**config.mk**
```make
export PLATFORM = sky130hd
export DESIGN_NAME = scr_regs_top
export DESIGN_NICKNAME = d
export VERILOG_FILES = /design/src/rtl/scr_pkg.sv /design/src/rtl/scr_tx_ser.sv /design/src/rtl/scr_rx_des.sv /design/src/rtl/scr_regs_top.sv
export SDC_FILE = /design/constraint.sdc
export NUM_CORES = 1
export LEC_CHECK = 0
export ABC_AREA = 0
export BUFFER_PORTS_ARGS = -buffer_cell sky130_fd_sc_hd__buf_2
export CAP_MARGIN = 30
export CORE_MARGIN = 4
export CORE_UTILIZATION = 55
export CTS_CLUSTER_SIZE = 10
export DETAILED_ROUTE_END_ITERATION = 10
export GPL_TIMING_DRIVEN = 0
export PLACE_DENSITY_LB_ADDON = 0.2
export SYNTH_ARGS = -nofsm -noshare
export SYNTH_HDL_FRONTEND = slang
export SYNTH_SLANG_ARGS = --single-unit
```
**constraint.sdc**
```tcl
create_clock -name pclk -period 3.12 [get_ports pclk]
set_clock_uncertainty 0.05 [all_clocks]
set_input_delay 0.312 -clock pclk [delete_from_list [all_inputs] [get_ports pclk]]
set_output_delay 0.312 -clock pclk [all_outputs]
set_load 0.03 [all_outputs]
```
**src/rtl/scr_pkg.sv**
```systemverilog
// Shared constants, register map and word-ordering function for the serial channel registers.
package scr_pkg;
    localparam int unsigned NCH = 2;
    localparam int unsigned NFLG = 4;
    localparam int unsigned NSYNC = 4;
    localparam int unsigned WORD_W = 32;
    localparam int unsigned CNT_W = 5;
    localparam int unsigned ADDR_W = 8;
    localparam int unsigned DATA_W = 32;
    localparam logic [4:0] CNT_LAST = 5'h1F;
    localparam logic [4:0] CNT_ONE = 5'h01;
    // Register indices; the byte address is four times the index.
    localparam logic [5:0] IDX_SWAP = 6'h0F;
    localparam logic [5:0] IDX_CHAN = 6'h10;
    localparam logic [5:0] IDX_ORDER = 6'h16;
    localparam logic [5:0] IDX_UNDER = 6'h18;
    localparam logic [5:0] IDX_OVER = 6'h1A;
    localparam logic [5:0] IDX_PLL = 6'h24;
    localparam logic [5:0] IDX_CMD = 6'h28;
    localparam logic [5:0] IDX_IRQ_STAT = 6'h29;
    localparam logic [5:0] IDX_IRQ_EN = 6'h2A;
    localparam logic [5:0] IDX_IRQ_CLR = 6'h2B;
    // Field positions.
    localparam int unsigned SWAP_BYTE_BIT = 0;
    localparam int unsigned SWAP_SHORT_BIT = 3;
    localparam int unsigned PLL_ON_BIT = 2;
    localparam int unsigned PLL_LOCK_BIT = 5;
    localparam int unsigned CMD_EN_BIT = 0;
    localparam int unsigned FIRST_TX_FLAG = 2;
    localparam int unsigned SYNC_LCLK = 0;
    localparam int unsigned SYNC_RX = 1;
    localparam int unsigned SYNC_LOCK = 3;
    // Reset value shared by every register.
    localparam logic [7:0] RST_REG = 8'h00;
    localparam logic [31:0] RST_WORD = 32'h00000000;

    // Swaps and bit reversal commute and are each their own inverse, so the
    // same function orders a word for sending and restores a received one.
    function automatic logic [31:0] scr_order(input logic [31:0] w, input logic bs,
                                              input logic ss, input logic lsb);
        logic [31:0] a;
        logic [31:0] b;
        logic [31:0] c;
        a = ss ? {w[15:0], w[31:16]} : w;
        b = bs ? {a[23:16], a[31:24], a[7:0], a[15:8]} : a;
        for (int i = 0; i < 32; i++)
        begin
            c[i] = b[31-i];
        end
        return lsb ? c : b;
    endfunction
endpackage

```
**src/rtl/scr_tx_ser.sv**
```systemverilog
// One transmit channel: a one-word holding stage and a 32-bit serialiser.
module scr_tx_ser (
    input wire logic pclk,
    input wire logic presetn,
    input wire logic ce,
    input wire logic chan_on,
    input wire logic lsb_first,
    input wire logic byte_swap,
    input wire logic short_swap,
    input wire logic bit_tick,
    input wire logic word_valid,
    input wire logic [scr_pkg::WORD_W-1:0] word_data,
    output logic word_ready,
    output logic sdata,
    output logic underflow
);
    import scr_pkg::*;
    logic [WORD_W-1:0] hold_q, shift_q, shift_d, ordered;
    logic [CNT_W-1:0] cnt_q;
    logic [7:0] last_q, last_d;
    logic full_q, full_d, started_q, take, load, unf_d;

    assign take = word_valid & word_ready & chan_on;
    assign load = bit_tick & (cnt_q == CNT_LAST);
    assign ordered = scr_order(hold_q, byte_swap, short_swap, lsb_first);
    assign unf_d = load & ~full_q & started_q;
    assign full_d = chan_on & (take | (full_q & ~load));

    always_comb
    begin
        shift_d = {shift_q[WORD_W-2:0], 1'b0};
        last_d = last_q;
        if (load & full_q)
        begin
            shift_d = ordered;
            last_d = ordered[7:0];
        end
        else if (load)
        begin
            // Nothing to send: keep repeating the byte that went out last.
            shift_d = {4{last_q}};
        end
    end

    always_ff @(posedge pclk or negedge presetn)
    begin
        if (!presetn)
        begin
            hold_q <= RST_WORD;
            shift_q <= RST_WORD;
            cnt_q <= RST_REG[CNT_W-1:0];
            last_q <= RST_REG;
            full_q <= 1'b0;
            started_q <= 1'b0;
            word_ready <= 1'b0;
            sdata <= 1'b0;
            underflow <= 1'b0;
        end
        else if (ce)
        begin
            full_q <= full_d;
            word_ready <= chan_on & ~full_d;
            underflow <= chan_on & unf_d;
            if (take)
                hold_q <= word_data;
            if (!chan_on)
            begin
                shift_q <= RST_WORD;
                cnt_q <= RST_REG[CNT_W-1:0];
                last_q <= RST_REG;
                started_q <= 1'b0;
                sdata <= 1'b0;
            end
            else
            begin
                started_q <= started_q | take;
                if (bit_tick)
                begin
                    sdata <= shift_q[WORD_W-1];
                    shift_q <= shift_d;
                    last_q <= last_d;
                    cnt_q <= cnt_q + CNT_ONE;
                end
            end
        end
    end
endmodule

```
**src/rtl/scr_rx_des.sv**
```systemverilog
// One receive channel: a 32-bit deserialiser and a one-word output stage.
module scr_rx_des (
    input wire logic pclk,
    input wire logic presetn,
    input wire logic ce,
    input wire logic chan_on,
    input wire logic lsb_first,
    input wire logic byte_swap,
    input wire logic short_swap,
    input wire logic bit_tick,
    input wire logic sdata_in,
    input wire logic ovf_flag,
    input wire logic word_ready,
    output logic [scr_pkg::WORD_W-1:0] word_data,
    output logic word_valid,
    output logic overflow
);
    import scr_pkg::*;
    logic [WORD_W-1:0] shift_q, shift_d;
    logic [CNT_W-1:0] cnt_q;
    logic done, busy, drop;

    assign shift_d = {shift_q[WORD_W-2:0], sdata_in};
    assign done = chan_on & bit_tick & (cnt_q == CNT_LAST);
    assign busy = word_valid & ~word_ready;
    // A word that finds the stage full, or arrives while the flag stands, is dropped.
    assign drop = done & (busy | ovf_flag);

    always_ff @(posedge pclk or negedge presetn)
    begin
        if (!presetn)
        begin
            shift_q <= RST_WORD;
            cnt_q <= RST_REG[CNT_W-1:0];
            word_data <= RST_WORD;
            word_valid <= 1'b0;
            overflow <= 1'b0;
        end
        else if (ce)
        begin
            overflow <= done & busy;
            if (!chan_on)
            begin
                shift_q <= RST_WORD;
                cnt_q <= RST_REG[CNT_W-1:0];
                word_valid <= 1'b0;
            end
            else
            begin
                if (bit_tick)
                begin
                    shift_q <= shift_d;
                    cnt_q <= cnt_q + CNT_ONE;
                end
                if (done & ~drop)
                begin
                    word_data <= scr_order(shift_d, byte_swap, short_swap, lsb_first);
                    word_valid <= 1'b1;
                end
                else if (word_valid & word_ready)
                begin
                    word_valid <= 1'b0;
                end
            end
        end
    end
endmodule

```
**src/rtl/scr_regs_top.sv**
```systemverilog
// APB register bank, flag logic and channel serialisers of the serial video block.
//
// Functional notes
// - LSB-first bit set sends bit 0 first.
// - LSB-first bit clear sends MSB first.
// - Bit order combines with byte and short swap.
// - Underflow flags bits 3-0, sticky until re-enable; only bits 3-2 (tx) are ever set, and a command enable also clears them.
// - Underflowed transmitter repeats last valid byte.
// - Overflow flags bits 3-0, sticky until re-enable; only bits 1-0 (rx) are ever set, and a command enable also clears them.
// - Receive data discarded while in overflow.
// - Flags clear only on disable then enable; a command enable write to bit 0 also clears them.
// - PLL control bit 2 enables system PLL.
// - Bit 5 reads PLL lock status.
// - Bits 4-3,1-0 read back; 7-6 zero.
// - Flag bits map rx0, rx1, tx0, tx1.
module scr_regs_top (
    input wire logic pclk,
    input wire logic presetn,
    input wire logic ce,
    input wire logic psel,
    input wire logic penable,
    input wire logic pwrite,
    input wire logic [scr_pkg::ADDR_W-1:0] paddr,
    input wire logic [scr_pkg::DATA_W-1:0] pwdata,
    input wire logic [3:0] pstrb,
    output logic [scr_pkg::DATA_W-1:0] prdata,
    output logic pready,
    output logic pslverr,
    input wire logic link_clk,
    input wire logic [scr_pkg::NCH-1:0] rx_sdata,
    output logic [scr_pkg::NCH-1:0] tx_sdata,
    input wire logic [scr_pkg::NCH-1:0] tx_valid,
    input wire logic [scr_pkg::NCH-1:0][scr_pkg::WORD_W-1:0] tx_word,
    output logic [scr_pkg::NCH-1:0] tx_ready,
    output logic [scr_pkg::NCH-1:0][scr_pkg::WORD_W-1:0] rx_word,
    output logic [scr_pkg::NCH-1:0] rx_valid,
    input wire logic [scr_pkg::NCH-1:0] rx_ready,
    input wire logic pll_lock,
    output logic pll_enable,
    output logic irq
);
    import scr_pkg::*;

    function automatic logic is_reg(input logic [ADDR_W-1:0] addr, input logic [5:0] idx);
        return (addr[ADDR_W-1:2] == idx) && (addr[1:0] == 2'h0);
    endfunction

    // Register state.
    logic [1:0] swap_q;
    logic [NFLG-1:0] chan_q, chan_prev_q;
    logic [NCH-1:0] order_q;
    logic [4:0] pll_q;
    logic [7:0] irq_en_q, irq_stat_q, irq_stat_d;
    logic [NFLG-1:0] unf_q, unf_d, ovf_q, ovf_d;
    logic cmd_pulse_q;

    // Bus decode.
    logic access, ack_d, commit, wr;
    logic hit, wr_swap, wr_chan, wr_order, wr_pll, wr_cmd, wr_irq_en, wr_irq_clr;
    logic [7:0] wbyte;
    logic [DATA_W-1:0] rd_data;

    // Link side.
    logic [NSYNC-1:0] async_in, s1_q, s2_q;
    logic lclk_d_q, bit_tick, lock_s;
    logic [NCH-1:0] rx_s;
    logic [NCH-1:0] tx_unf, rx_ovf;
    logic [NFLG-1:0] unf_ev, ovf_ev, flag_clr;
    logic byte_swap, short_swap;

    // Read data is registered, so every access has one wait state.
    assign access = psel & penable;
    assign ack_d = access & ~pready;
    assign commit = access & pready;
    assign wr = commit & pwrite & pstrb[0];
    assign wbyte = pwdata[7:0];

    assign hit = is_reg(paddr, IDX_SWAP) | is_reg(paddr, IDX_CHAN) |
                 is_reg(paddr, IDX_ORDER) | is_reg(paddr, IDX_UNDER) |
                 is_reg(paddr, IDX_OVER) | is_reg(paddr, IDX_PLL) |
                 is_reg(paddr, IDX_CMD) | is_reg(paddr, IDX_IRQ_STAT) |
                 is_reg(paddr, IDX_IRQ_EN) | is_reg(paddr, IDX_IRQ_CLR);

    // Status registers have no write strobe at all, so writes there are lost.
    assign wr_swap = wr & is_reg(paddr, IDX_SWAP);
    assign wr_chan = wr & is_reg(paddr, IDX_CHAN);
    assign wr_order = wr & is_reg(paddr, IDX_ORDER);
    assign wr_pll = wr & is_reg(paddr, IDX_PLL);
    assign wr_cmd = wr & is_reg(paddr, IDX_CMD);
    assign wr_irq_en = wr & is_reg(paddr, IDX_IRQ_EN);
    assign wr_irq_clr = wr & is_reg(paddr, IDX_IRQ_CLR);

    always_comb
    begin
        rd_data = RST_WORD;
        if (is_reg(paddr, IDX_SWAP))
        begin
            rd_data[SWAP_BYTE_BIT] = swap_q[0];
            rd_data[SWAP_SHORT_BIT] = swap_q[1];
        end
        else if (is_reg(paddr, IDX_CHAN))
        begin
            rd_data[NFLG-1:0] = chan_q;
        end
        else if (is_reg(paddr, IDX_ORDER))
        begin
            rd_data[NCH-1:0] = order_q;
        end
        else if (is_reg(paddr, IDX_UNDER))
        begin
            rd_data[NFLG-1:0] = unf_q;
        end
        else if (is_reg(paddr, IDX_OVER))
        begin
            rd_data[NFLG-1:0] = ovf_q;
        end
        else if (is_reg(paddr, IDX_PLL))
        begin
            rd_data[4:0] = pll_q;
            rd_data[PLL_LOCK_BIT] = lock_s;
        end
        else if (is_reg(paddr, IDX_IRQ_STAT))
        begin
            rd_data[7:0] = irq_stat_q;
        end
        else if (is_reg(paddr, IDX_IRQ_EN))
        begin
            rd_data[7:0] = irq_en_q;
        end
    end

    always_ff @(posedge pclk or negedge presetn)
    begin
        if (!presetn)
        begin
            pready <= 1'b0;
            pslverr <= 1'b0;
            prdata <= RST_WORD;
        end
        else if (ce)
        begin
            pready <= ack_d;
            pslverr <= ack_d & ~hit;
            prdata <= (ack_d & ~pwrite) ? rd_data : RST_WORD;
        end
    end

    always_ff @(posedge pclk or negedge presetn)
    begin
        if (!presetn)
        begin
            swap_q <= RST_REG[1:0];
            chan_q <= RST_REG[NFLG-1:0];
            order_q <= RST_REG[NCH-1:0];
            pll_q <= RST_REG[4:0];
            irq_en_q <= RST_REG;
            cmd_pulse_q <= 1'b0;
        end
        else if (ce)
        begin
            if (wr_swap)
                swap_q <= {wbyte[SWAP_SHORT_BIT], wbyte[SWAP_BYTE_BIT]};
            if (wr_chan)
                chan_q <= wbyte[NFLG-1:0];
            if (wr_order)
                order_q <= wbyte[NCH-1:0];
            if (wr_pll)
                pll_q <= wbyte[4:0];
            if (wr_irq_en)
                irq_en_q <= wbyte;
            cmd_pulse_q <= wr_cmd & wbyte[CMD_EN_BIT];
        end
    end

    assign pll_enable = pll_q[PLL_ON_BIT];

    // Two-flop synchronisers for the link clock, the receive lines and the lock pin.
    assign async_in = {pll_lock, rx_sdata, link_clk};

    genvar g;
    generate
        for (g = 0; g < NSYNC; g++)
        begin : g_sync
            always_ff @(posedge pclk or negedge presetn)
            begin
                if (!presetn)
                begin
                    s1_q[g] <= 1'b0;
                    s2_q[g] <= 1'b0;
                end
                else if (ce)
                begin
                    s1_q[g] <= async_in[g];
                    s2_q[g] <= s1_q[g];
                end
            end
        end
    endgenerate

    always_ff @(posedge pclk or negedge presetn)
    begin
        if (!presetn)
            lclk_d_q <= 1'b0;
        else if (ce)
            lclk_d_q <= s2_q[SYNC_LCLK];
    end

    // The link clock must be well below pclk/2 or edges are missed.
    assign bit_tick = s2_q[SYNC_LCLK] & ~lclk_d_q;
    assign rx_s = s2_q[SYNC_RX+NCH-1:SYNC_RX];
    assign lock_s = s2_q[SYNC_LOCK];
    assign byte_swap = swap_q[0];
    assign short_swap = swap_q[1];

    generate
        for (g = 0; g < NCH; g++)
        begin : g_chan
            scr_rx_des u_rx (
                .pclk(pclk),
                .presetn(presetn),
                .ce(ce),
                .chan_on(chan_q[g]),
                .lsb_first(order_q[g]),
                .byte_swap(byte_swap),
                .short_swap(short_swap),
                .bit_tick(bit_tick),
                .sdata_in(rx_s[g]),
                .ovf_flag(ovf_q[g]),
                .word_ready(rx_ready[g]),
                .word_data(rx_word[g]),
                .word_valid(rx_valid[g]),
                .overflow(rx_ovf[g])
            );
            scr_tx_ser u_tx (
                .pclk(pclk),
                .presetn(presetn),
                .ce(ce),
                .chan_on(chan_q[FIRST_TX_FLAG+g]),
                .lsb_first(order_q[g]),
                .byte_swap(byte_swap),
                .short_swap(short_swap),
                .bit_tick(bit_tick),
                .word_valid(tx_valid[g]),
                .word_data(tx_word[g]),
                .word_ready(tx_ready[g]),
                .sdata(tx_sdata[g]),
                .underflow(tx_unf[g])
            );
        end
    endgenerate

    // Receive stages are drained by a handshake and never run dry; transmit
    // stages refuse words when full, so those flag bits stay clear.
    assign unf_ev = {tx_unf, 2'h0};
    assign ovf_ev = {2'h0, rx_ovf};

    // Clear on a 0-to-1 change of the channel enable or on a command enable.
    assign flag_clr = (chan_q & ~chan_prev_q) | {NFLG{cmd_pulse_q}};
    assign unf_d = unf_ev | (unf_q & ~flag_clr);
    assign ovf_d = ovf_ev | (ovf_q & ~flag_clr);

    // An event in the same cycle as a clear keeps its bit set.
    assign irq_stat_d = {ovf_ev, unf_ev} | (irq_stat_q & ~(wr_irq_clr ? wbyte : RST_REG));

    always_ff @(posedge pclk or negedge presetn)
    begin
        if (!presetn)
        begin
            chan_prev_q <= RST_REG[NFLG-1:0];
            unf_q <= RST_REG[NFLG-1:0];
            ovf_q <= RST_REG[NFLG-1:0];
            irq_stat_q <= RST_REG;
            irq <= 1'b0;
        end
        else if (ce)
        begin
            chan_prev_q <= chan_q;
            unf_q <= unf_d;
            ovf_q <= ovf_d;
            irq_stat_q <= irq_stat_d;
            irq <= |(irq_stat_d & irq_en_q);
        end
    end
endmodule

```
# [Yosys cells after proc, flatten, opt, wreduce, memory -nomap -nowiden]
# Index checks and enable logic that the tools add are counted.
[word_totals] ff_bits=390 output_inout_bits=106 word_cells=270 inputBits=122
[op_classes] add_sub_neg=4 n_mux=73 bitwise_logic=91 n_reduce_logical=29 n_eq_ne=22
[op_table] cell="two-way mux 32 bit" n=20
[op_table] cell="two-way mux 31 bit" n=4
[op_table] cell="two-way mux 8 bit" n=10
[op_table] cell="bitwise AND 1 bit" n=50
[op_table] cell="two-way mux 6 bit" n=7
[op_table] cell="two-way mux 5 bit" n=8
[op_table] cell="== test 6 bit (second input constant)" n=5
[op_table] cell="two-way mux 4 bit" n=7
[op_table] cell="AND reduction 2 bit" n=13
[op_table] cell="== test 6 x 5 -> 1 bit (second input constant)" n=4
[op_table] cell="adder 5 x 1 -> 5 bit (second input constant)" n=4
[op_table] cell="== test 5 bit (second input constant)" n=4
[op_table] cell="bitwise AND 8 bit" n=2
[op_table] cell="OR 1 bit" n=15
[op_table] cell="two-way mux 1 bit" n=14
[op_table] cell="inverter 1 bit" n=14
[op_table] cell="bitwise AND 4 bit" n=3
[op_table] cell="inequality test 2 x 1 -> 1 bit (second input constant)" n=6
[op_table] cell="AND reduction 3 bit" n=4
[op_table] cell="logical AND 1 bit" n=10
[op_table] cell="inverter 4 bit" n=2
[op_table] cell="inverter 8 bit" n=1
[op_table] cell="OR 4 bit" n=2
[op_table] cell="OR 6 x 8 -> 8 bit" n=1
[op_table] cell="6 further kinds" n=9

# [Logic depth before layout (Yosys ltp)]
[depth] depth_word=16 depth_mapped=9 mapped_depth_nobuf=7

# [Cells and area by module]
# From an unflattened synthesis, not the netlist that was laid out.
[unflattened] cells_unflattened=1746 hier_area_um2=20307.0
[modules_own_cells] module="scr_tx_ser" area_per_inst_um2=5012.3 cells_per_inst=425 seq_area_each_um2=2052.0 instances=2
[modules_own_cells] module="scr_rx_des" area_per_inst_um2=3513.4 cells_per_inst=301 seq_area_each_um2=1751.7 instances=2
[modules_own_cells] module="scr_regs_top" area_per_inst_um2=3255.6 cells_per_inst=294 seq_area_each_um2=1551.5 instances=1

# [Worst setup path after synthesis]
# OpenSTA, ideal clock, no wires.
[synth_path] path_kind="register -> register" from="register g_chan[1].u_tx.cnt_q[0]" to="register g_chan[1].u_tx.shift_q[12]" setup_ns=0.095 path_buffers=2 path_stages_with_launch=10 required_time_ns=2.975 slack_ns=1.147 t_arrival_ns=1.827 period_less_slack_ns=1.973 path_cell_list="dfrtp_1 ha_1 and3_1 ha_1 and3b_1 buf_2 nand2_1 buf_2 o21ai_0 o31ai_1"
[synth_via] elab_chain_len=6 elab_cells_between_ends=7 classes_between="eq/ne: 1; mux: 4; bitwise: 2"
[synth_rtl] item="start: declaration" line="scr_tx_ser.sv:19" rtl="logic [CNT_W-1:0] cnt_q;"
[synth_rtl] item="start signal: assignment" line="scr_tx_ser.sv:51" rtl="cnt_q <= RST_REG[CNT_W-1:0];"
[synth_rtl] item="start signal: assignment" line="scr_tx_ser.sv:69" rtl="cnt_q <= RST_REG[CNT_W-1:0];"
[synth_rtl] item="start signal: assignment" line="scr_tx_ser.sv:82" rtl="cnt_q <= cnt_q + CNT_ONE;"
[synth_rtl] item="== test 5 bit *" line="scr_tx_ser.sv:24" rtl="assign load = bit_tick & (cnt_q == CNT_LAST);"
[synth_rtl] item="bitwise AND 1 bit *" line="scr_tx_ser.sv:24"
[synth_rtl] item="two-way mux 32 bit or bitwise AND 1 bit (tied branches)" line="scr_tx_ser.sv:38, scr_tx_ser.sv:33"
[synth_rtl] item="two-way mux 32 bit *" line="scr_tx_ser.sv:33" rtl="if (load & full_q)"
[synth_rtl] item="two-way mux 32 bit *" line="scr_tx_ser.sv:77" rtl="if (bit_tick)"
[synth_rtl] item="two-way mux 32 bit *" line="scr_tx_ser.sv:66" rtl="if (!chan_on)"
[synth_rtl] item="end signal: assignment" line="scr_tx_ser.sv:80" rtl="shift_q <= shift_d;"
[synth_rtl] item="end: declaration" line="scr_tx_ser.sv:18" rtl="logic [WORD_W-1:0] hold_q, shift_q, shift_d, ordered;"
# Every way passes the cells marked *; elsewhere a longest branch is shown, timed or not. The select of a mux whose other input is x is not followed.
# A chain may end at the register's enable or synchronous reset.

# [Worst setup path after layout]
[layout_path] from="register g_chan[0].u_tx.cnt_q[0]" to="register g_chan[0].u_tx.shift_q[20]"
[layout_via] elab_chain_len=6 elab_cells_between_ends=7 classes_between="eq/ne: 1; mux: 4; bitwise: 2"
[layout_rtl] item="start: declaration" line="scr_tx_ser.sv:19"
[layout_rtl] item="start signal: assignment" line="scr_tx_ser.sv:51"
[layout_rtl] item="start signal: assignment" line="scr_tx_ser.sv:69"
[layout_rtl] item="start signal: assignment" line="scr_tx_ser.sv:82"
[layout_rtl] item="== test 5 bit *" line="scr_tx_ser.sv:24"
[layout_rtl] item="bitwise AND 1 bit *" line="scr_tx_ser.sv:24"
[layout_rtl] item="two-way mux 32 bit or bitwise AND 1 bit (tied branches)" line="scr_tx_ser.sv:38, scr_tx_ser.sv:33"
[layout_rtl] item="two-way mux 32 bit *" line="scr_tx_ser.sv:33"
[layout_rtl] item="two-way mux 32 bit *" line="scr_tx_ser.sv:77"
[layout_rtl] item="two-way mux 32 bit *" line="scr_tx_ser.sv:66"
[layout_rtl] item="end signal: assignment" line="scr_tx_ser.sv:80"
[layout_rtl] item="end: declaration" line="scr_tx_ser.sv:18"
# Marked as above.

==> summary.txt <==
VDD IR-drop max -> 347 uV
CP endpoint kind -> flip-flop
CTS clock-pin slew for the worst setup and hold paths -> 0.05 ns
ANT nets after route -> 0
CTS HTree Levels -> 2
Die Width -> 199 um
Port Buffer Count -> 173
CTS Sinks -> 366
Peak Freq -> 382 MHz
power per cell area -> 413 mW/mm^2
DRC violations left -> 0
Clock Power Share -> 0.448
Iteration-0 DRC Markers -> 1,625
first-pass GRT wire length -> 95,000 um
outcome -> completed
starting density of the core -> 0.562
Top FF cell, synth -> dfrtp_1
clk buf depth -> 3
worst reg-to-reg path cell count -> 9
minimum clock period -> 2.62 ns
P_sw -> 2310 uW
hold path cells -> 3
final hold vios -> 0
Req. time, crit path -> 3.47 ns
Final Cell Area -> 0.0237 mm^2
Worst-Skew Late Latency -> 0.57 ns
reg2reg setup slack -> 0.50 ns
GPL Wtd Cong -> 0.962
1st-pass router iterations -> 5
Switching Fraction -> 0.236
CP max FO -> 10
RSZ-0062 raised after global routing -> no
pin slew with the least headroom to its limit -> 0.989 ns
final net count -> 2,178
Arrival @ worst endpoint -> 2.97 ns
GRT overflow -> 0
IO Pins -> 228
CTS buffer count -> 43
crit start category -> flip-flop
Total Wirelength -> 61,500 um
DP HPWL -> 43,800 um
GRT Util Overall -> 0.309
Critical R2R Launch -> g_chan[0].u_tx.cnt_q[0]$_DFFE_PN0P_
synth unique cells -> 72
Internal -> 7480 uW
Lkg Pwr -> 0.0108 uW
initial antenna violation count -> 2
FFs w/ async S/R, synth -> 1.00
worst min-delay path endpoint -> g_chan[0].u_rx.overflow$_DFFE_PN0P_
vias per inst -> 6.46
root buf cell -> clkbuf_16
max_cap viols -> 0
Die Footprint -> 0.0398 mm^2
EDFF count, synth -> 0
Seq/Total Area, Yosys -> 0.455
share of cells above drive strength 1 -> 0.280
Vias -> 16,300
syn_area_per_cell -> 11.7 um^2
sequential power share -> 0.491
CTS tree -> built
number of global-route vias before repair -> 16,200
Synth Register Bits -> 366
largest net degree at the start of global routing -> 99
Hold Path Class -> in2reg
Die Span Y -> 199 um
setup tns final -> 0 ns
Area growth syn-to-layout -> 17.5%
final setup vio count -> 0
dpl cell area -> 0.0218 mm^2
critical path class -> reg2reg
yosys warns -> 0
core area -> 0.0358 mm^2
Hold Startpoint -> rx_ready[0]
Cells after Synth -> 1,729
fill count -> 2,738
wire per inst -> 24.4 um
post-cts sizing count -> 0
Post-Syn Area -> 0.0202 mm^2
Logic pwr share -> 0.060
Final period util -> 0.839
reg2reg end -> g_chan[0].u_tx.shift_q[20]$_DFFE_PN0P_
Max Slew Vio Count -> 0
FP Rows -> 69
Rel. slew slack -> 0.340
-- cell families after synthesis --
| family | after synthesis | synth area share |
|---|---|---|
| XOR/XNOR | 10 | 0.00435 |
| other | 1 | 0.000186 |
| buffers and inverters | 186 | 0.0535 |
| multiplexers | 295 | 0.235 |
| flip-flops | 366 | 0.455 |
| AND/OR/NAND/NOR | 494 | 0.119 |
| adder cells (fa/ha/maj) | 8 | 0.00497 |
| AO/OA/AOI/OAI | 369 | 0.128 |
-- power by group through the flow --
stage | Clock (uW) | Combinational [uW] | Sequential [uW]
5_1_grt | 4640 | 638 | 4810
2_1_floorplan | 0 | 230 | 4890
6_report | 4390 | 590 | 4810
4_1_cts | 4430 | 585 | 4810
3_5_place_dp | 0 | 510 | 4890
3_3_place_gp | 0 | 492 | 4890
-- timing repair --
item / in CTS / in global routing
endpoints found under the setup margin: 0 / 0
hold endpoints to repair: 171 / 0
buffers inserted: 0 / 0
hold buffers: 75 / 0
-- synthesized netlist by cell type, drive strengths merged, types with 26 or more instances --
cell type	instances	share of area
a21oi	51	0.013
o31ai	64	0.024
mux2i	60	0.030
clkbuf	48	0.0090
o21ai	68	0.017
mux2	107	0.061
a211oi	34	0.013
and3	26	0.0081
nand2	174	0.033
mux4	128	0.14
dfrtp	366	0.45
a22o	82	0.036
buf	114	0.040
nor2b	44	0.014
nor2	145	0.027
-- per-stage QoR --
| stage | std cells | setup slack [ns] | total power (uW) | util | hold slack [ns] |
|---|---|---|---|---|---|
| floorplan | 1752 | 1.15 | 5120 | - | -0.0336 |
| global placement | 2386 | -5.44 | 5380 | 0.605 | 0.409 |
| detailed placement | 2389 | 0.533 | 5400 | 0.608 | 0.342 |
| CTS | 2518 | 0.537 | 9830 | 0.661 | 0.0268 |
| global route | 2520 | 0.377 | 10100 | 0.661 | 0.0683 |
| finish | 2520 | 0.504 | 9790 | 0.661 | 0.0505 |
-- metal layers --
metal | part of all wire | GRT usage
met3 | 0.083 | 0.0543
met2 | 0.48 | 0.499
met4 | 0.042 | 0.118
met1 | 0.40 | 0.425
met5 | 0 | 0
-- layout make-up --
type                       count  area, um^2  area share
multi-input combinational   1200       10000       0.422
antenna                        2        5.00    0.000211
tap                          461         577      0.0244
inverter                      24        90.1     0.00380
sequential                   366        9160       0.387
timing repair buffer         251        1710      0.0722
clock buffer                  50        1110      0.0470
clock inverter                 4        42.5     0.00180
buffer                       162         987      0.0417
-- critical path, cell delays in order (launching register included) --
cell     delay, ns
dfrtp_1       0.39
ha_1          0.18
and3_1        0.17
ha_1          0.22
and3b_1       0.17
buf_2         0.21
nand2_1       0.09
buf_2         0.18
o21ai_0       0.63
o31ai_1       0.18
-- registers in the layout (all words and copies together) (netlist names), 10 cells and up --
register and count:
g_chan.u_tx.cnt_q 10, g_chan.u_tx.last_q 16, g_chan.u_rx.word_data 64, g_chan.u_tx.shift_q 64, g_chan.u_tx.hold_q 64, g_chan.u_rx.cnt_q 10
g_chan.u_rx.shift_q 62
-- worst max path at each step --
stage / from / end / slack [ns]
floorplan: g_chan[1].u_tx.cnt_q[0]$_DFFE_PN0P_ / g_chan[1].u_tx.shift_q[12]$_DFFE_PN0P_ / 1.15
global placement: presetn / g_chan[0].u_rx.word_data[19]$_DFFE_PN0P_ / -5.44
detailed placement: ce / unf_q[2]$_DFFE_PN0P_ / 0.53
CTS: g_chan[0].u_tx.cnt_q[0]$_DFFE_PN0P_ / g_chan[0].u_tx.shift_q[20]$_DFFE_PN0P_ / 0.54
global route: g_chan[0].u_tx.cnt_q[0]$_DFFE_PN0P_ / g_chan[0].u_tx.shift_q[12]$_DFFE_PN0P_ / 0.38
finish: g_chan[0].u_tx.cnt_q[0]$_DFFE_PN0P_ / g_chan[0].u_tx.shift_q[20]$_DFFE_PN0P_ / 0.50
-- cells in the final DEF, fill, tap and decap left out, types with 6 or more instances in the layout --
| cell | Yosys | final |
|---|---|---|
| a211oi_1 | 33 | 33 |
| a21oi_1 | 51 | 51 |
| a22o_1 | 82 | 82 |
| a31oi_1 | 19 | 19 |
| and2_1 | 18 | 18 |
| and3_1 | 26 | 26 |
| buf_2 | 49 | 221 |
| buf_4 | 49 | 49 |
| buf_6 | 9 | 9 |
| clkbuf_1 | 47 | 53 |
| clkbuf_16 | 0 | 43 |
| conb_1 | 1 | 24 |
| dfrtp_1 | 366 | 366 |
| dlygate4sd3_1 | 0 | 75 |
| ha_1 | 8 | 8 |
| inv_1 | 23 | 23 |
| mux2_2 | 102 | 102 |
| mux2i_1 | 60 | 60 |
| mux4_1 | 10 | 10 |
| mux4_2 | 118 | 118 |
| nand2_1 | 173 | 173 |
| nand3_1 | 20 | 20 |
| nand3b_1 | 6 | 6 |
| nand4_1 | 10 | 10 |
| nor2_1 | 144 | 144 |
| nor2b_1 | 44 | 44 |
| nor3_1 | 11 | 11 |
| o21ai_0 | 64 | 64 |
| o22ai_1 | 9 | 9 |
| o31ai_1 | 64 | 64 |
| xor2_1 | 9 | 9 |
Note: power is estimated with default switching activity, not from simulation.
